===== src/spkdiag_pkg.sv =====
/*
  Package for the speaker load diagnostic sequencer: register map, field
  positions, timing figures in milliseconds with derived sample-tick counts,
  state encodings and the analog sense carrier.
  Assumes a 250 MHz system clock and a 48 kHz sample-rate tick.
*/
`default_nettype none
package spkdiag_pkg;
  // System clock and sample rate
  localparam int SYS_CLK_HZ = 250_000_000;
  localparam int FS_HZ = 48_000;
  localparam int FS_DIV = SYS_CLK_HZ / FS_HZ; // Cycles per sample tick

  // Times in ms, as printed
  localparam int T_RAMP_MS = 10;    // Output rise or fall, regulator ramp
  localparam int T_PLAT_MS = 80;    // Short-phase plateau, permanent plateau
  localparam int T_DET_BASE_MS = 86;
  localparam int T_DET_SPAN_MS = 140;
  localparam int T_RESTART_MS = 2;
  localparam int T_RU_MAX_MS = 70;  // Cap on a pulse ramp

  // Derived counts in sample ticks
  localparam logic [15:0] TK_RAMP = 16'(T_RAMP_MS * FS_HZ / 1000);
  localparam logic [15:0] TK_PLAT = 16'(T_PLAT_MS * FS_HZ / 1000);
  localparam logic [15:0] TK_DET_BASE = 16'(T_DET_BASE_MS * FS_HZ / 1000);
  localparam logic [15:0] TK_DET_SPAN = 16'(T_DET_SPAN_MS * FS_HZ / 1000);
  localparam logic [15:0] TK_RESTART = 16'(T_RESTART_MS * FS_HZ / 1000);
  localparam logic [15:0] TK_RU_MAX = 16'(T_RU_MAX_MS * FS_HZ / 1000);

  // Register byte addresses
  localparam logic [7:0] ADDR_CTRL = 8'h00;
  localparam logic [7:0] ADDR_STATUS = 8'h04;
  localparam logic [7:0] ADDR_CH1 = 8'h08;
  localparam logic [7:0] ADDR_CH4 = 8'h14;

  // Control fields
  localparam int CTRL_DIAG_EN = 0;  // diag_enable_bit
  localparam int CTRL_AMP_MODE = 1; // amp_mode_bit
  localparam int CTRL_LDSEL_LO = 2; // line_driver_select_bits [3:2]
  localparam int CTRL_MULT_LO = 5;  // plateau_multiplier_field [7:5]
  localparam logic [7:0] CTRL_RESET = 8'h00;
  localparam logic [7:0] CTRL_MASK = 8'hef;

  // Status fields
  localparam int STAT_BUSY = 0;
  localparam int STAT_VALID = 6;    // results_valid_bit

  // Fault byte fields
  localparam int FB_GND = 0;
  localparam int FB_VS = 1;
  localparam int FB_OPEN = 2;
  localparam int FB_LOAD = 3;
  localparam int FB_PERM = 4;

  // Turn-on sequence states
  typedef enum logic [16:0] {
    T_IDLE = 17'h00001, T_SS_RISE = 17'h00002, T_SS_PLAT = 17'h00004,
    T_SS_FALL = 17'h00008, T_HS_REG_UP = 17'h00010, T_HS_RISE = 17'h00020,
    T_HS_PLAT = 17'h00040, T_HS_FALL = 17'h00080, T_HS_REG_DN = 17'h00100,
    T_DT_RISE = 17'h00200, T_DT_UP = 17'h00400, T_DT_PLAT = 17'h00800,
    T_DT_DN = 17'h01000, T_DT_GAP_FALL = 17'h02000, T_DT_GAP_RISE = 17'h04000,
    T_DT_FALL = 17'h08000, T_DONE = 17'h10000
  } ton_state_t;

  // Permanent diagnostic states, one machine per channel
  typedef enum logic [2:0] {
    P_PLAY = 3'h1, P_RESTART = 3'h2, P_PLATEAU = 3'h4
  } perm_state_t;

  // Comparator and over-current levels from the analog side, one bit per channel except the single pulse_limit bit
  typedef struct packed {
    logic [3:0] soft_short;
    logic [3:0] short_gnd;
    logic [3:0] short_vs;
    logic [3:0] short_load;
    logic [3:0] open_load;
    logic [3:0] over_current;
    logic pulse_limit;   // Test current reached during a pulse ramp
  } sense_t;
endpackage
`default_nettype wire


===== src/spkdiag_seq.sv =====
/*
  Speaker load diagnostic sequencer: turn-on diagnostic phase timing,
  per-channel permanent diagnostic, fault bytes on an Avalon-MM slave.
  Assumes the analog sense levels arrive asynchronously and are held by the
  analog side; all timing runs on a sample tick divided from I_CLK_SYS.
*/
`timescale 1ns/1ps
`default_nettype none

// Summary of operation
// RULE1 - Output ramps 10 ms, plus 10 with regulator
// RULE2 - Short-phase plateau 80 ms, never multiplied
// RULE3 - Detection plateau multiplier 1, 2, 4, 8
// RULE4 - Detect plateau 86 ms or span minus ramps
// RULE5 - Pulse is ramp up, plateau, ramp down
// RULE6 - Soft-short phase: rise, plateau, fall, regulator off
// RULE7 - Hard-short phase: regulator ramps, rise, plateau, fall
// RULE8 - Soft first, then hard or detection pulses
// RULE9 - Permanent diagnostic while biased and enabled
// RULE10 - Permanent reports ground, supply, across-load shorts
// RULE11 - Restart cycle is a 2 ms check
// RULE12 - Plateau cycle 80 ms, results stored
// RULE13 - Disabled: restart every 2 ms until clear
// RULE14 - Disabled: no reports, permanent bits cleared
// RULE15 - Enabled: one restart, resume if clear
// RULE16 - Still overloaded: run one plateau cycle
// RULE17 - After plateau, restart every 2 ms
// RULE18 - Plateau completion sets fault bit 4
// RULE19 - Fault read retriggers plateau if overload remains
// RULE20 - Reading channel four clears all bytes
// RULE21 - Start on enable rise with amp mode zero
// RULE22 - Bits: ground 0, supply 1, open 2, load 3
// RULE23 - Status bit 6 marks results valid
// RULE24 - Durations counted in 48 kHz sample ticks
// RULE25 - Independent permanent machine per channel
module spkdiag_seq
  import spkdiag_pkg::*;
#(
  parameter int FS_DIVIDE = FS_DIV
)(
  input wire logic I_CLK_SYS,
  input wire logic I_RST,
  input wire logic [7:0] I_AVS_ADDRESS,
  input wire logic I_AVS_READ,
  input wire logic I_AVS_WRITE,
  input wire logic [31:0] I_AVS_WRITEDATA,
  input wire logic [3:0] I_AVS_BYTEENABLE,
  output logic [31:0] O_AVS_READDATA,
  output logic O_AVS_WAITREQUEST,
  input wire logic I_BIASED,
  input wire sense_t I_SENSE,
  output logic O_OUT_DRIVE,
  output logic O_REG_ENABLE,
  output logic O_PULSE_ACTIVE,
  output logic O_HIGH_CURRENT,
  output logic O_DIAG_BUSY,
  output logic [3:0] O_CH_OFF
);

  // Synchronised sense levels
  sense_t sense_meta; // First stage, read only by the second
  sense_t sense;
  logic biased_meta;
  logic biased;

  // Registers
  logic [7:0] ctrl;
  logic [7:0] fault [4];
  logic valid;
  logic diag_en_d;

  // Bus access
  logic acc;
  logic acc_rd;
  logic clr_all;
  logic [3:0] rd_hit;

  // Sample tick divider
  logic [15:0] div_cnt;
  logic fs_tick;

  // Turn-on sequencer
  ton_state_t ton;
  ton_state_t next_ton;
  logic [15:0] cnt;
  logic [15:0] target;
  logic [15:0] pulse_ramp_time;
  logic [15:0] tp;
  logic [15:0] span;
  logic step;
  logic pulse_two;
  logic [3:0] ss_stab, gnd_stab, vs_stab, ld_stab, op_stab;
  logic ton_done;
  logic ton_start;

  // Per-channel permanent machine outputs
  logic [3:0] ch_off;

  // Two-stage synchronisers for everything from the analog side
  always_ff @(posedge I_CLK_SYS)
  begin
    if (I_RST)
    begin
      sense_meta <= '0;
      sense <= '0;
      biased_meta <= 1'b0;
      biased <= 1'b0;
    end
    else
    begin
      sense_meta <= I_SENSE;
      sense <= sense_meta;
      biased_meta <= I_BIASED;
      biased <= biased_meta;
    end
  end

  // Sample tick, one cycle in FS_DIVIDE
  always_ff @(posedge I_CLK_SYS)
  begin
    if (I_RST)
    begin
      div_cnt <= 16'h0000;
      fs_tick <= 1'b0;
    end
    else if (div_cnt == 16'(FS_DIVIDE - 1))
    begin
      div_cnt <= 16'h0000;
      fs_tick <= 1'b1; // [RULE24]
    end
    else
    begin
      div_cnt <= div_cnt + 16'h0001;
      fs_tick <= 1'b0;
    end
  end

  // Access completes on the edge where waitrequest is seen low
  assign acc = (I_AVS_READ | I_AVS_WRITE) & ~O_AVS_WAITREQUEST;
  assign acc_rd = acc & I_AVS_READ;
  assign clr_all = acc_rd & (I_AVS_ADDRESS == ADDR_CH4); // [RULE20]
  always_comb
  begin
    for (int c = 0; c < 4; c++)
      rd_hit[c] = acc_rd & (I_AVS_ADDRESS == ADDR_CH1 + 8'(4 * c));
  end

  // Waitrequest: one wait cycle per access, read data loaded meanwhile
  always_ff @(posedge I_CLK_SYS)
  begin
    if (I_RST)
    begin
      O_AVS_WAITREQUEST <= 1'b1;
      O_AVS_READDATA <= 32'h00000000;
    end
    else if ((I_AVS_READ | I_AVS_WRITE) & O_AVS_WAITREQUEST)
    begin
      O_AVS_WAITREQUEST <= 1'b0;
      case (I_AVS_ADDRESS)
        ADDR_CTRL: O_AVS_READDATA <= {24'h000000, ctrl};
        ADDR_STATUS: O_AVS_READDATA <= {25'h0000000, valid, 5'h00, O_DIAG_BUSY}; // [RULE23]
        ADDR_CH1: O_AVS_READDATA <= {24'h000000, fault[0]};
        ADDR_CH1 + 8'h04: O_AVS_READDATA <= {24'h000000, fault[1]};
        ADDR_CH1 + 8'h08: O_AVS_READDATA <= {24'h000000, fault[2]};
        ADDR_CH4: O_AVS_READDATA <= {24'h000000, fault[3]};
        default: O_AVS_READDATA <= 32'h00000000; // Unmapped reads as zero
      endcase
    end
    else
      O_AVS_WAITREQUEST <= 1'b1;
  end

  // Control register; only byte lane 0 is implemented
  always_ff @(posedge I_CLK_SYS)
  begin
    if (I_RST)
      ctrl <= CTRL_RESET;
    else if (acc & I_AVS_WRITE & I_AVS_BYTEENABLE[0] & (I_AVS_ADDRESS == ADDR_CTRL))
      ctrl <= I_AVS_WRITEDATA[7:0] & CTRL_MASK;
  end

  // Enable edge detect for the turn-on trigger
  always_ff @(posedge I_CLK_SYS)
  begin
    if (I_RST)
      diag_en_d <= 1'b0;
    else
      diag_en_d <= ctrl[CTRL_DIAG_EN];
  end
  assign ton_start = ctrl[CTRL_DIAG_EN] & ~diag_en_d & ~ctrl[CTRL_AMP_MODE]; // [RULE21]

  // Detection plateau from measured ramp and multiplier
  always_comb
  begin
    span = TK_DET_SPAN - {pulse_ramp_time[14:0], 1'b0};
    if (span > TK_PLAT && TK_DET_SPAN > {pulse_ramp_time[14:0], 1'b0})
      tp = TK_DET_BASE; // [RULE4]
    else
      tp = span;
    case (ctrl[CTRL_MULT_LO +: 3])
      3'h0: tp = tp;                   // [RULE3]
      3'h1: tp = {tp[14:0], 1'b0};
      3'h2: tp = {tp[13:0], 2'b00};
      default: tp = {tp[12:0], 3'b000};
    endcase
  end

  // Length of each timed phase in sample ticks
  always_comb
  begin
    case (ton)
      T_SS_PLAT, T_HS_PLAT: target = TK_PLAT;   // [RULE2]
      T_DT_RISE, T_DT_FALL: target = {TK_RAMP[14:0], 1'b0}; // [RULE1]
      T_DT_UP: target = TK_RU_MAX;
      T_DT_PLAT: target = tp;
      T_DT_DN: target = pulse_ramp_time;                    // [RULE5]
      default: target = TK_RAMP;
    endcase
  end
  assign step = fs_tick & (cnt + 16'h0001 >= target);

  // Turn-on phase order
  always_comb
  begin
    next_ton = ton;
    case (ton)
      T_IDLE: if (ton_start) next_ton = T_SS_RISE;
      T_SS_RISE: if (step) next_ton = T_SS_PLAT;   // [RULE6]
      T_SS_PLAT: if (step) next_ton = T_SS_FALL;
      T_SS_FALL:
        if (step)
          next_ton = (|ss_stab) ? T_HS_REG_UP : T_DT_RISE; // [RULE8]
      T_HS_REG_UP: if (step) next_ton = T_HS_RISE;   // [RULE7]
      T_HS_RISE: if (step) next_ton = T_HS_PLAT;
      T_HS_PLAT: if (step) next_ton = T_HS_FALL;
      T_HS_FALL: if (step) next_ton = T_HS_REG_DN;
      T_HS_REG_DN: if (step) next_ton = T_DONE;
      T_DT_RISE: if (step) next_ton = T_DT_UP;
      T_DT_UP:
        if (step || (fs_tick && sense.pulse_limit))
          next_ton = T_DT_PLAT;
      T_DT_PLAT: if (step) next_ton = T_DT_DN;
      T_DT_DN:
        if (step)
        begin
          // Second pulse only when an open load is suspected
          if (!pulse_two && |op_stab) // [RULE8]
            next_ton = (|ctrl[CTRL_LDSEL_LO +: 2]) ? T_DT_GAP_FALL : T_DT_UP;
          else
            next_ton = T_DT_FALL;
        end
      T_DT_GAP_FALL: if (step) next_ton = T_DT_GAP_RISE;
      T_DT_GAP_RISE: if (step) next_ton = T_DT_UP;
      T_DT_FALL: if (step) next_ton = T_DONE;
      T_DONE: next_ton = T_IDLE;
      default: next_ton = T_IDLE;
    endcase
  end

  // State and phase counter
  always_ff @(posedge I_CLK_SYS)
  begin
    if (I_RST)
    begin
      ton <= T_IDLE;
      cnt <= 16'h0000;
    end
    else
    begin
      ton <= next_ton;
      if (next_ton != ton)
        cnt <= 16'h0000;
      else if (fs_tick && ton != T_IDLE)
        cnt <= cnt + 16'h0001;
    end
  end

  // Ramp measurement and pulse count
  always_ff @(posedge I_CLK_SYS)
  begin
    if (I_RST)
    begin
      pulse_ramp_time <= 16'h0000;
      pulse_two <= 1'b0;
    end
    else
    begin
      if (ton == T_IDLE)
        pulse_two <= 1'b0;
      else if (ton == T_DT_DN && next_ton != T_DT_DN && next_ton != T_DT_FALL)
        pulse_two <= 1'b1;
      // Ramp-up length is what the ramp-down then reuses
      if (ton == T_DT_UP && next_ton == T_DT_PLAT)
        pulse_ramp_time <= cnt + 16'h0001;
    end
  end

  // Comparators must hold through a whole plateau to count
  always_ff @(posedge I_CLK_SYS)
  begin
    if (I_RST)
    begin
      ss_stab <= 4'h0;
      gnd_stab <= 4'h0;
      vs_stab <= 4'h0;
      ld_stab <= 4'h0;
      op_stab <= 4'h0;
    end
    else if (fs_tick)
    begin
      if (ton == T_SS_PLAT)
        ss_stab <= (cnt == 16'h0000) ? sense.soft_short : ss_stab & sense.soft_short;
      if (ton == T_HS_PLAT)
      begin
        gnd_stab <= (cnt == 16'h0000) ? sense.short_gnd : gnd_stab & sense.short_gnd;
        vs_stab <= (cnt == 16'h0000) ? sense.short_vs : vs_stab & sense.short_vs;
      end
      if (ton == T_DT_PLAT)
      begin
        if (!pulse_two)
          ld_stab <= (cnt == 16'h0000) ? sense.short_load : ld_stab & sense.short_load;
        op_stab <= (cnt == 16'h0000) ? sense.open_load : op_stab & sense.open_load;
      end
      if (ton == T_SS_RISE)
      begin
        // Stale results from an earlier run must not leak through
        gnd_stab <= 4'h0;
        vs_stab <= 4'h0;
        ld_stab <= 4'h0;
        op_stab <= 4'h0;
      end
    end
  end
  assign ton_done = (ton == T_DONE);

  // Drive outputs of the turn-on sequence
  always_ff @(posedge I_CLK_SYS)
  begin
    if (I_RST)
    begin
      O_OUT_DRIVE <= 1'b0;
      O_REG_ENABLE <= 1'b0;
      O_PULSE_ACTIVE <= 1'b0;
      O_HIGH_CURRENT <= 1'b0;
      O_DIAG_BUSY <= 1'b0;
    end
    else
    begin
      O_OUT_DRIVE <= !(next_ton inside {T_IDLE, T_HS_REG_UP, T_HS_REG_DN, T_DONE});
      O_REG_ENABLE <= next_ton inside {T_HS_REG_UP, T_HS_RISE, T_HS_PLAT, T_HS_FALL,
        T_HS_REG_DN, T_DT_RISE, T_DT_UP, T_DT_PLAT, T_DT_DN, T_DT_GAP_FALL,
        T_DT_GAP_RISE, T_DT_FALL}; // [RULE6] [RULE7]
      O_PULSE_ACTIVE <= next_ton inside {T_DT_UP, T_DT_PLAT, T_DT_DN};
      O_HIGH_CURRENT <= (next_ton inside {T_DT_UP, T_DT_PLAT, T_DT_DN}) & ~pulse_two;
      O_DIAG_BUSY <= (next_ton != T_IDLE);
    end
  end

  // Results valid flag; completion wins over a clearing read
  always_ff @(posedge I_CLK_SYS)
  begin
    if (I_RST)
      valid <= 1'b0;
    else if (ton_done)
      valid <= 1'b1; // [RULE23]
    else if (clr_all || ton_start)
      valid <= 1'b0;
  end

  // One independent permanent machine per channel
  for (genvar g = 0; g < 4; g++)
  begin : g_ch
    perm_state_t pst;
    logic [15:0] pcnt;
    logic first;
    logic replay;
    logic oc;
    logic [2:0] pstab; // Ground, supply, load
    logic pend;

    assign oc = sense.over_current[g];
    assign pend = fs_tick & (pcnt >= ((pst == P_PLATEAU) ? TK_PLAT : TK_RESTART) - 16'h0001);

    // Channel sequence
    always_ff @(posedge I_CLK_SYS)
    begin
      if (I_RST || !biased)
      begin
        pst <= P_PLAY;
        pcnt <= 16'h0000;
        first <= 1'b0;
        ch_off[g] <= 1'b0;
      end
      else
      begin
        case (pst)
          P_PLAY:
            if (oc)
            begin
              pst <= P_RESTART; // [RULE25]
              first <= 1'b1;
              pcnt <= 16'h0000;
              ch_off[g] <= 1'b1;
            end
          P_RESTART:
            if (pend)
            begin
              pcnt <= 16'h0000;
              first <= 1'b0;
              if (!oc)
              begin
                pst <= P_PLAY; // [RULE15] [RULE13]
                ch_off[g] <= 1'b0;
              end
              else if (ctrl[CTRL_DIAG_EN] && (first || replay))
                pst <= P_PLATEAU; // [RULE16] [RULE9]
            end
            else if (fs_tick)
              pcnt <= pcnt + 16'h0001; // [RULE11]
          P_PLATEAU:
            if (pend)
            begin
              pst <= P_RESTART; // [RULE17]
              pcnt <= 16'h0000;
            end
            else if (fs_tick)
              pcnt <= pcnt + 16'h0001; // [RULE12]
          default: pst <= P_PLAY;
        endcase
      end
    end

    // Replay request taken from a read while restarts run
    always_ff @(posedge I_CLK_SYS)
    begin
      if (I_RST)
        replay <= 1'b0;
      else if (pst != P_RESTART)
        replay <= 1'b0;
      else if (rd_hit[g] && !first && oc)
        replay <= 1'b1; // [RULE19]
    end

    // Stable shorts over the plateau cycle
    always_ff @(posedge I_CLK_SYS)
    begin
      if (I_RST)
        pstab <= 3'h0;
      else if (fs_tick && pst == P_PLATEAU)
      begin
        if (pcnt == 16'h0000)
          pstab <= {sense.short_load[g], sense.short_vs[g], sense.short_gnd[g]}; // [RULE10]
        else
          pstab <= pstab & {sense.short_load[g], sense.short_vs[g], sense.short_gnd[g]};
      end
    end

    // Fault byte; any set in the same cycle wins over the clearing read
    always_ff @(posedge I_CLK_SYS)
    begin
      if (I_RST)
        fault[g] <= 8'h00;
      else
      begin
        if (clr_all)
          fault[g] <= 8'h00; // [RULE20]
        if (ton_done)
        begin
          fault[g][FB_GND] <= gnd_stab[g]; // [RULE22]
          fault[g][FB_VS] <= vs_stab[g];
          fault[g][FB_LOAD] <= ld_stab[g];
          fault[g][FB_OPEN] <= op_stab[g];
        end
        if (pst == P_PLATEAU && pend)
        begin
          fault[g][FB_GND] <= pstab[0];
          fault[g][FB_VS] <= pstab[1];
          fault[g][FB_LOAD] <= pstab[2];
          fault[g][FB_PERM] <= 1'b1; // [RULE18]
        end
        if (pst == P_RESTART && pend && !ctrl[CTRL_DIAG_EN])
        begin
          fault[g][FB_GND] <= 1'b0; // [RULE14]
          fault[g][FB_VS] <= 1'b0;
          fault[g][FB_LOAD] <= 1'b0;
          fault[g][FB_PERM] <= 1'b0;
        end
      end
    end
  end

  assign O_CH_OFF = ch_off;

endmodule // spkdiag_seq
`default_nettype wire


===== config.mk =====
export PLATFORM = sky130hd
export DESIGN_NAME = spkdiag_seq
export DESIGN_NICKNAME = d
export VERILOG_FILES = /design/src/spkdiag_pkg.sv /design/src/spkdiag_seq.sv
export SDC_FILE = /design/constraint.sdc
export NUM_CORES = 1
export LEC_CHECK = 0
export BUFFER_PORTS_ARGS = -buffer_cell sky130_fd_sc_hd__buf_2
export CAP_MARGIN = 25
export CORE_MARGIN = 4
export CORE_UTILIZATION = 35
export CTS_BUF_LIST = sky130_fd_sc_hd__clkbuf_8
export CTS_CLUSTER_DIAMETER = 40
export DETAILED_ROUTE_END_ITERATION = 10
export PLACE_DENSITY = 0.57
export RECOVER_POWER = 50
export SLEW_MARGIN = 10
export SYNTH_ARGS = -nofsm -noshare
export SYNTH_HDL_FRONTEND = slang
export SYNTH_SLANG_ARGS = --single-unit

===== constraint.sdc =====
create_clock -name I_CLK_SYS -period 14.4 [get_ports I_CLK_SYS]
set_input_delay 3.6 -clock I_CLK_SYS [delete_from_list [all_inputs] [get_ports I_CLK_SYS]]
set_output_delay 3.6 -clock I_CLK_SYS [all_outputs]
set_load 0.01 [all_outputs]

# == Yosys cells after proc, flatten, opt, wreduce, memory -nomap -nowiden ==
# Memory sizes are Yosys's and may differ from the RTL's.
# Index checks and enable logic that the tools add are counted.
# totals
reg_bits,286
ramBits,20
out_inout_bits,42
elab_cells,554
mem_count,1
# op_classes
n_addsub,11
order_cmp,7
eq_ne,85
mux,196
bitwise_logic,84
n_reduce_logical,109
# mem_list
name,words,word_bits,read_ports,rd_ports_with_merged_regs,write_ports,line,text
fault,4,5,4,0,4,spkdiag_seq.sv:68,logic [7:0] fault [4];
# op_table
op,count
2-to-1 mux 17 bit,14
case mux 17 bit (14 select lines),1
2-to-1 mux 16 bit,14
case mux 16 bit (2 select lines),4
2-to-1 mux 1 bit,100
"adder 16 x 1 -> 16 bit, second input constant",6
>= comparator 16 bit,5
zero test 16 bit,5
case mux 16 bit (5 select lines),1
2-to-1 mux 3 bit,24
2-to-1 mux 4 bit,14
bitwise OR 1 bit,53
"subtractor 12 x 1 -> 13 bit, second input constant",4
2-to-1 mux 12 bit,4
case mux 16 bit (3 select lines),1
case mux 8 bit (6 select lines),1
case mux 3 bit (3 select lines),4
logical AND 1 bit,35
"== test 17 x 1 -> 1 bit, second input constant",2
"== test 17 x 10 -> 1 bit, second input constant",2
"== test 17 x 11 -> 1 bit, second input constant",2
"== test 17 x 12 -> 1 bit, second input constant",2
"== test 17 x 13 -> 1 bit, second input constant",2
"== test 17 x 14 -> 1 bit, second input constant",2
51 further kinds,190

# == Depth between registers and ports, before layout ==
# Gate-level depths: netlist (run 1).
# logic_depth
word_depth,14
mapped_depth,24
ltp_nobuf,21

# == Worst setup path after synthesis (run 1) ==
# Ideal clock, no wire load.
# synth_timing
path_kind,input port to flip-flop
from,input port I_AVS_ADDRESS[5]
to,register ctrl[0]
t_arrival_ns,5.850
required_ns,14.272
slack_ns,8.422
stages,7
path_buffers,1
cell_sequence,or3_1 > nor4b_1 > nor2b_1 > and4b_1 > clkbuf_1 > mux2i_1 > nor2_1
# synth_via
elab_chain_cells,2
# synth_rtl
item,line,text
from (decl),spkdiag_seq.sv:43,"input wire logic [7:0] I_AVS_ADDRESS,"
zero test 8 bit,spkdiag_seq.sv:178,else if (acc & I_AVS_WRITE & I_AVS_BYTEENABLE[0] & (I_AVS_ADDRESS == ADDR_CTRL))
bitwise AND 1 bit,spkdiag_seq.sv:178,
to (signal assigned),spkdiag_seq.sv:179,ctrl <= I_AVS_WRITEDATA[7:0] & CTRL_MASK;
to (decl),spkdiag_seq.sv:67,logic [7:0] ctrl;
# No other way between the ends.
# A chain may end at the register's enable or synchronous reset.

# == Worst setup path after layout (run 1) ==
# layout_timing
from,input port I_RST
to,register g_ch[0].pcnt[10]
# layout_via
elab_chain_cells,1
# layout_rtl
item,line,text
from (decl),spkdiag_seq.sv:42,"input wire logic I_RST,"
logical OR 1 bit,spkdiag_seq.sv:387,if (I_RST || !biased)
to (signal assigned),spkdiag_seq.sv:419,pcnt <= pcnt + 16'h0001;
to (signal assigned),spkdiag_seq.sv:427,pcnt <= pcnt + 16'h0001;
to (decl),spkdiag_seq.sv:374,logic [15:0] pcnt;
# No other way between the ends.

==> results.py, run 1 <==
metrics = {
    "timing": {
        "slew_headroom_pct": -107,
        "finalHoldViolCount": 0,
        "measured_slew_at_the_worst_slew_check_pin_ns": 3.10,
        "maxClockFrequency_mhz": 126,
        "period_needed_ns": 7.94,
        "worst_clock_skew_ns": 0.0310,
        "layout_worst_path_cycle_share_pct": 55.1,
        "finalSetupTns_ns": 0,
        "setup_violations": 0,
        "rsz0062_at_grt": "no",
        "slew_violations": 159,
    },
    "worst_setup_path": {
        "timing.setup.critical_path_class": "primary input to flop",
        "cp_top_family": "buffers and inverters",
        "crit_path_end_kind": "flop",
        "timing.critical_path.slowest_cell_delay_ns": 1.64,
        "crit_chain": "clkbuf_1 -> clkbuf_1 -> nand2b_1 -> clkbuf_1 -> nor2_1 -> nand3_1 -> nor2_1",
        "crit_fanout": 45,
        "cp_common_cell": "sky130_fd_sc_hd__clkbuf_1",
        "crit_buf_inv": 3,
        "critical_path.slowest_cell": "sky130_fd_sc_hd__clkbuf_1",
        "crit_arrival_ns": 8.43,
        "worst-endpoint-required_ns": 14.88,
        "timing.critical_path.from_type": "primary input",
    },
    "yosys": {
        "synth_flop_cell": "sky130_fd_sc_hd__dfxtp_1",
        "synth_commonest_cells": "sky130_fd_sc_hd__nor2_1, sky130_fd_sc_hd__dfxtp_1, sky130_fd_sc_hd__nand2_1",
        "netlist_instances": 1764,
        "yosysTopAreaCellShare_pct": 35.7,
        "synth_warnings": 0,
        "ys_seq_elements": 282,
        "proportion_of_synthesized_flip_flops_having_asynchronous_set_or_reset_pct": 0,
        "synth_enable_flop_cells": 20,
        "synth.area.top_cells": "sky130_fd_sc_hd__dfxtp_1, sky130_fd_sc_hd__nor2_1, sky130_fd_sc_hd__edfxtp_1, sky130_fd_sc_hd__ha_1, sky130_fd_sc_hd__xor2_1",
        "synth_cell_types": 91,
        "post-synth-top-area-cell": "sky130_fd_sc_hd__dfxtp_1",
        "post-synth-top-count-cell": "sky130_fd_sc_hd__nor2_1",
        "syn-mean-instance-area_um2": 8.34,
        "synthesis.area_um2": 14700,
        "synth_seq_area_share_pct": 39.7,
    },
    "power": {
        "switching_share_pct": 24.4,
        "seq_power_share_pct": 48.6,
        "power.density_cell_area_nw_per_um2": 101,
        "clock_power_share_pct": 48.9,
        "ir_worst_vdd_mv": 0.0582,
        "power.internal_mw": 1.25,
        "pwr-share-comb_pct": 2.5,
        "netSwitchingPower_mw": 0.404,
        "power.static_leakage_nw": 6.15,
    },
    "floorplan": {
        "core_um2": 41200,
        "die_area_um2": 45400,
        "fp-row-count": 74,
        "die_height_um": 213,
        "ios": 116,
        "initial_core_util_pct": 35.7,
        "die_w_um": 213,
    },
    "drt": {
        "drt_pre_antenna_iters": 5,
        "vias_per_cell": 5.36,
        "drt_drc_violations_left": 0,
        "routed_via_count": 12800,
        "drt_iter0_markers": 874,
        "routed_wl_um": 38700,
        "ant_nets": 0,
        "drt-wirelength-per-cell_um": 16.2,
    },
    "global_route": {
        "largest_net_degree_at_the_start_of_global_routing": 76,
        "groute.usage.overall_pct": 16.7,
        "antenna_found_initial": 1,
        "wire_length_of_the_first_global_routing_pass_um": 62400,
        "grt_overflow_total": 0,
        "vias_in_the_first_global_route": 12100,
    },
    "outcome": {
        "run_status": "finished, violations left",
        "failing_checks": "max-capacitance violations, max-slew violations",
    },
    "clocking": {
        "cts_inserted_buffers": 55,
        "ctsHoldBuffers": 0,
        "htree_num_levels": 2,
        "tritoncts": "yes",
        "number_of_instances_resized_during_post_cts_repair": 0,
        "post_cts_buffers": 0,
        "number_of_buffers_between_clock_root_and_the_deepest_sink": 3,
        "insertion_delay_ns": 0.62,
        "root_buffer": "sky130_fd_sc_hd__clkbuf_8",
        "cts_num_sinks": 282,
        "clock_pin_slew_worst_setup_and_hold_paths_ns": 0.06,
    },
    "worst_hold_path": {
        "min-delay-path-class": "flop to flop",
    },
    "run": {
        "drv_cap": 3,
    },
    "place": {
        "gpl.final_weighted_congestion": 0.904,
        "place.port_buffers": 63,
        "detailedPlacementHpwl_um": 27800,
        "post-place-cells": 2281,
    },
    "final_layout": {
        "regArea_um2": 5850,
        "final_nets": 1929,
        "ratio_of_cells_with_drive_above_1_in_the_final_layout_pct": 9.99,
        "fill_cells": 4173,
        "syn2layout_area_growth_pct": 11.8,
        "layoutNonFillerInstCount": 2385,
        "multi_input_comb_area_um2": 8230,
    },
}
logic make-up after synthesis:
logic type               count (synthesis)  share of synthesized area, %
XOR/XNOR                               107                          6.37
buffers and inverters                  159                          4.85
other                                    1                        0.0255
AND/OR/NAND/NOR                        818                          28.1
AO/OA/AOI/OAI                          311                          14.2
adder cells (fa/ha/maj)                 48                          4.08
flip-flops                             282                          39.7
multiplexers                            38                          2.64
metal layers:
metal / vias to the layer above / share of wire (%) / GRT usage, %
met5: - / 0 / 0
met4: 0 / 3.6 / 7.35
met3: 88 / 6.2 / 2.94
met2: 370 / 43 / 25.2
met1: 5989 / 47 / 23.5
li1: 6325 / - / -
state kept, by name, summed over array words and instances, names as in the netlist, 7 cells and up:
| name | count |
|---|---|
| pulse_ramp_time | 16 |
| g_ch.pstab | 12 |
| cnt | 16 |
| ton | 17 |
| fault | 20 |
| g_ch.pst | 12 |
| sense | 21 |
| O_AVS_READDATA | 8 |
| sense_meta | 25 |
| g_ch.pcnt | 64 |
| div_cnt | 16 |
| ctrl | 7 |
area by class of cell:
type | instances | area share, %
Multi-Input combinational cell | 1346 | 50.1
Inverter | 48 | 1.10
Clock inverter | 34 | 1.31
Clock buffer | 68 | 5.69
Timing Repair Buffer | 74 | 2.24
Tap cell | 532 | 4.05
Antenna cell | 1 | 0.0152
Sequential cell | 282 | 35.5
final timing paths:
kind | from | end | slack (ns) | cells past startpoint
setup / recovery | I_RST | g_ch[0].pcnt[10]$_SDFFE_PP0P_ | 6.46 | 7
hold / removal | sense_meta[19]$_SDFF_PP0_ | sense[19]$_SDFF_PP0_ | 0.43 | 1
setup reg to reg | pulse_ramp_time[0]$_SDFFE_PP0P_ | cnt[0]$_SDFFE_PP0P_ | 7.28 | 20
hold reg to reg | sense_meta[19]$_SDFF_PP0_ | sense[19]$_SDFF_PP0_ | 0.43 | 1
through the flow:
stage	setup WS (ns)	total power [mW]	area [µm²]	hold WS (ns)	utilization [%]
finish	6.46	1.65	16400	0.433	39.9
global route	5.98	1.73	16400	0.450	39.9
CTS	7.53	1.69	16500	0.435	40.0
detailed placement	7.57	0.863	15300	0.420	37.2
global placement	7.63	0.862	15300	0.420	37.2
floorplan	8.42	0.850	14800	0.413	-
cells in the final DEF (no fill, tap or decap), types with 28 or more instances in the layout:
cell type / count
sky130_fd_sc_hd__dfxtp_1: 262
sky130_fd_sc_hd__nand2_1: 134
sky130_fd_sc_hd__inv_1: 54
sky130_fd_sc_hd__nor2_1: 272
sky130_fd_sc_hd__o21ai_0: 56
sky130_fd_sc_hd__xnor2_1: 42
sky130_fd_sc_hd__nor4_1: 45
sky130_fd_sc_hd__and3_1: 29
sky130_fd_sc_hd__nand4_1: 30
sky130_fd_sc_hd__xor2_1: 65
sky130_fd_sc_hd__a21oi_1: 82
sky130_fd_sc_hd__nor3_1: 60
sky130_fd_sc_hd__a31oi_1: 28
sky130_fd_sc_hd__nor2b_1: 70
sky130_fd_sc_hd__mux2i_1: 32
sky130_fd_sc_hd__nand3_1: 61
sky130_fd_sc_hd__clkbuf_8: 68
sky130_fd_sc_hd__buf_2: 45
sky130_fd_sc_hd__ha_1: 48
power groups by stage:
stage | sequential (mW) | clock [mW] | combinational [mW]
after CTS | 0.804 | 0.840 | 0.0417
after detailed placement | 0.821 | 0 | 0.0416
after global routing | 0.805 | 0.876 | 0.0463
after global placement | 0.821 | 0 | 0.0412
final | 0.804 | 0.808 | 0.0412
after floorplan | 0.819 | 0 | 0.0316
Note: power is estimated with default switching activity, not from simulation.
==> run 2, diff against run 1 <==
PLACE_DENSITY = 0.59   (was 0.57)
clock period = 6.6 ns   (was 14.4 ns; I/O delays follow)
==> run 2 against run 1 <==
  * The run still ends with max-capacitance violations, max-slew violations left
  * Sequential share of layout area decreased by 0.33 points
  * Setup slack got worse by 6.1 ns
  * Flip-flop and latch count did not move
  * Critical path type is now flop to flop
==> results.py, run 2 (synthesis gave the netlist of run 1 again) <==
metrics = {
    "power": {
        "power.internal_mw": 2.90,
        "pwr-share-comb_pct": 2.4,
        "netSwitchingPower_mw": 0.852,
        "switching_share_pct": 22.7,
        "ir_worst_vdd_mv": 0.126,
        "power.density_cell_area_nw_per_um2": 226,
        "seq_power_share_pct": 46.8,
        "clock_power_share_pct": 50.8,
        "power.static_leakage_nw": 6.26,
    },
    "clocking": {
        "cts_num_sinks": 282,
        "insertion_delay_ns": 0.64,
        "clock_pin_slew_worst_setup_and_hold_paths_ns": 0.06,
        "tritoncts": "yes",
        "cts_inserted_buffers": 54,
        "root_buffer": "sky130_fd_sc_hd__clkbuf_8",
        "htree_num_levels": 2,
        "ctsHoldBuffers": 0,
        "number_of_buffers_between_clock_root_and_the_deepest_sink": 3,
    },
    "final_layout": {
        "n_antenna_cell": 0,
        "final_nets": 1941,
        "ratio_of_cells_with_drive_above_1_in_the_final_layout_pct": 10.1,
        "largest_reg_flops": 64,
        "largest_registers": "g_ch.pcnt x64, sense_meta x25, sense x21",
        "regMostFlops": "g_ch.pcnt",
        "layout_common_cells": "sky130_fd_sc_hd__nor2_1, sky130_fd_sc_hd__dfxtp_1, sky130_fd_sc_hd__nand2_1, sky130_fd_sc_hd__a21oi_1, sky130_fd_sc_hd__nor2b_1",
        "commonest_non_fill_non_tap_cell_in_the_layout": "sky130_fd_sc_hd__nor2_1",
        "syn2layout_area_growth_pct": 12.9,
    },
    "drt": {
        "drt_drc_violations_left": 0,
        "ant_nets": 0,
        "drt-wirelength-per-cell_um": 16.1,
        "routed_via_count": 12800,
        "drt_pre_antenna_iters": 6,
        "routed_wl_um": 38500,
        "drt_iter0_markers": 1014,
        "vias_per_cell": 5.34,
    },
    "worst_setup_path": {
        "timing.critical_path.from": "pulse_ramp_time[0]$_SDFFE_PP0P_",
        "worst_setup_path_endpoint": "O_REG_ENABLE$_SDFF_PP0_",
        "r2r.worst_path.cells": 24,
        "crit_fanout": 10,
        "timing.critical_path.from_type": "flop",
        "crit_path_end_kind": "flop",
        "timing.setup.critical_path_class": "flop to flop",
        "worstReg2RegEnd": "O_REG_ENABLE$_SDFF_PP0_",
        "timing.rr.start": "pulse_ramp_time[0]$_SDFFE_PP0P_",
        "worst-endpoint-required_ns": 6.98,
        "crit_arrival_ns": 6.59,
        "ff2ff_setup_slack_ns": 0.38,
    },
    "global_route": {
        "wire_length_of_the_first_global_routing_pass_um": 62500,
        "grt.busiest_layer": "met2",
        "antenna_found_initial": 0,
        "groute.usage.overall_pct": 16.7,
        "routing_usage_on_met1_pct": 22.9,
        "met3_usage_pct": 3.10,
        "vias_in_the_first_global_route": 12200,
        "use_met2_pct": 26.4,
        "largest_net_degree_at_the_start_of_global_routing": 65,
        "grt_overflow_total": 0,
    },
    "floorplan": {
        "die_w_um": 213,
        "die_height_um": 213,
        "die_area_um2": 45400,
        "core_um2": 41200,
        "initial_core_util_pct": 35.7,
        "fp-row-count": 74,
        "ios": 116,
    },
    "outcome": {
        "failing_checks": "max-capacitance violations, max-slew violations",
        "run_status": "finished, violations left",
    },
    "timing": {
        "measured_slew_at_the_worst_slew_check_pin_ns": 2.42,
        "setup_violations": 0,
        "rsz0062_at_grt": "no",
        "slew_violations": 94,
        "finalHoldViolCount": 0,
        "layout_worst_path_cycle_share_pct": 94.2,
        "slew_headroom_pct": -61.4,
        "maxClockFrequency_mhz": 161,
        "worst_clock_skew_ns": 0.0409,
        "layout_setup_ws_ns": 0.384,
        "period_needed_ns": 6.22,
        "finalSetupTns_ns": 0,
    },
    "place": {
        "place.port_buffers": 63,
        "detailedPlacementHpwl_um": 27800,
        "gpl.final_weighted_congestion": 0.899,
        "placement_setup_slack_ns": 0.232,
    },
    "run": {
        "drv_cap": 2,
    },
    "worst_hold_path": {
        "min-delay-path-class": "flop to flop",
    },
}
-- run 2: cell types whose count changed in the layout (fill, tap and decap cells not counted), sizes merged, moves of 6 or more --
| cell | change |
|---|---|
| clkinvlp | -7 |
| bufinv | +6 |
| inv | +6 |
| clkinv | -6 |
| buf | +9 |
-- run 2: critical path, cell delays in order, from the launching register on --
cell	delay (ns)
sky130_fd_sc_hd__dfxtp_1	0.37
sky130_fd_sc_hd__inv_1	0.14
sky130_fd_sc_hd__ha_1	0.24
sky130_fd_sc_hd__or4b_4	0.53
sky130_fd_sc_hd__a311o_2	0.43
sky130_fd_sc_hd__nor2b_4	0.15
sky130_fd_sc_hd__or4_1	0.39
sky130_fd_sc_hd__a32o_2	0.26
sky130_fd_sc_hd__o21ai_4	0.28
sky130_fd_sc_hd__buf_4	0.18
sky130_fd_sc_hd__a21oi_1	0.06
sky130_fd_sc_hd__o21ai_0	0.22
sky130_fd_sc_hd__a32oi_1	0.13
sky130_fd_sc_hd__ha_1	0.37
sky130_fd_sc_hd__nand4_1	0.13
sky130_fd_sc_hd__nor3_1	0.30
sky130_fd_sc_hd__nor3_1	0.10
sky130_fd_sc_hd__o21ai_1	0.23
sky130_fd_sc_hd__nand2_1	0.17
sky130_fd_sc_hd__buf_4	0.21
sky130_fd_sc_hd__a31oi_1	0.30
sky130_fd_sc_hd__nand3b_1	0.17
sky130_fd_sc_hd__nor4b_2	0.30
sky130_fd_sc_hd__buf_4	0.16
sky130_fd_sc_hd__a41oi_1	0.10
-- run 2: worst min path at each step --
| stage | startpoint | to | depth (start not counted) |
|---|---|---|---|
| detailed placement | sense_meta[2]$_SDFF_PP0_ | g_ch[1].oc$_SDFF_PP0_ | 1 |
| CTS | sense_meta[8]$_SDFF_PP0_ | sense[8]$_SDFF_PP0_ | 1 |
| finish | sense_meta[8]$_SDFF_PP0_ | sense[8]$_SDFF_PP0_ | 1 |
| floorplan | div_cnt[0]$_SDFF_PP0_ | div_cnt[0]$_SDFF_PP0_ | 1 |
| global route | sense_meta[8]$_SDFF_PP0_ | sense[8]$_SDFF_PP0_ | 1 |
| global placement | div_cnt[0]$_SDFF_PP0_ | div_cnt[0]$_SDFF_PP0_ | 1 |
-- run 2: cell type report --
| cell class | instances | area, µm² |
|---|---|---|
| clock buffers | 64 | 881 |
| multi-input cells | 1347 | 8260 |
| clock inverters | 33 | 327 |
| fillers | 4166 | 24600 |
| inverters | 48 | 180 |
| flip-flops and latches | 282 | 5850 |
| well taps | 532 | 666 |
| repair buffers | 86 | 444 |
-- run 2: timing repair --
action	4_1_cts	5_1_grt
endpoints found under the setup margin	0	17
resized for setup	0	5
buffers inserted	0	2
-- run 2: power groups by stage --
| stage | sequential [mW] | clock [mW] | combinational (mW) |
|---|---|---|---|
| 2_1_floorplan | 1.79 | 0 | 0.0689 |
| 3_5_place_dp | 1.79 | 0 | 0.0905 |
| 3_3_place_gp | 1.79 | 0 | 0.0895 |
| 6_report | 1.76 | 1.90 | 0.0897 |
| 4_1_cts | 1.76 | 1.96 | 0.0909 |
| 5_1_grt | 1.76 | 2.04 | 0.100 |
-- run 2: metal layers --
layer / share of wire [%] / vias to the layer above
met5: 0 / -
met1: 47 / 5991
met3: 5.9 / 77
met4: 3.0 / 0
met2: 45 / 346
li1: - / 6359
-- run 2: stage by stage --
stage	area, µm²	power, mW	hold WS, ns	util [%]	std cells
6_report	16600	3.75	0.428	40.3	2392
3_3_place_gp	15400	1.88	0.424	37.3	2290
2_1_floorplan	14800	1.86	0.413	-	1787
5_1_grt	16600	3.90	0.453	40.3	2392
3_5_place_dp	15400	1.88	0.423	37.3	2290
4_1_cts	16600	3.81	0.431	40.3	2387
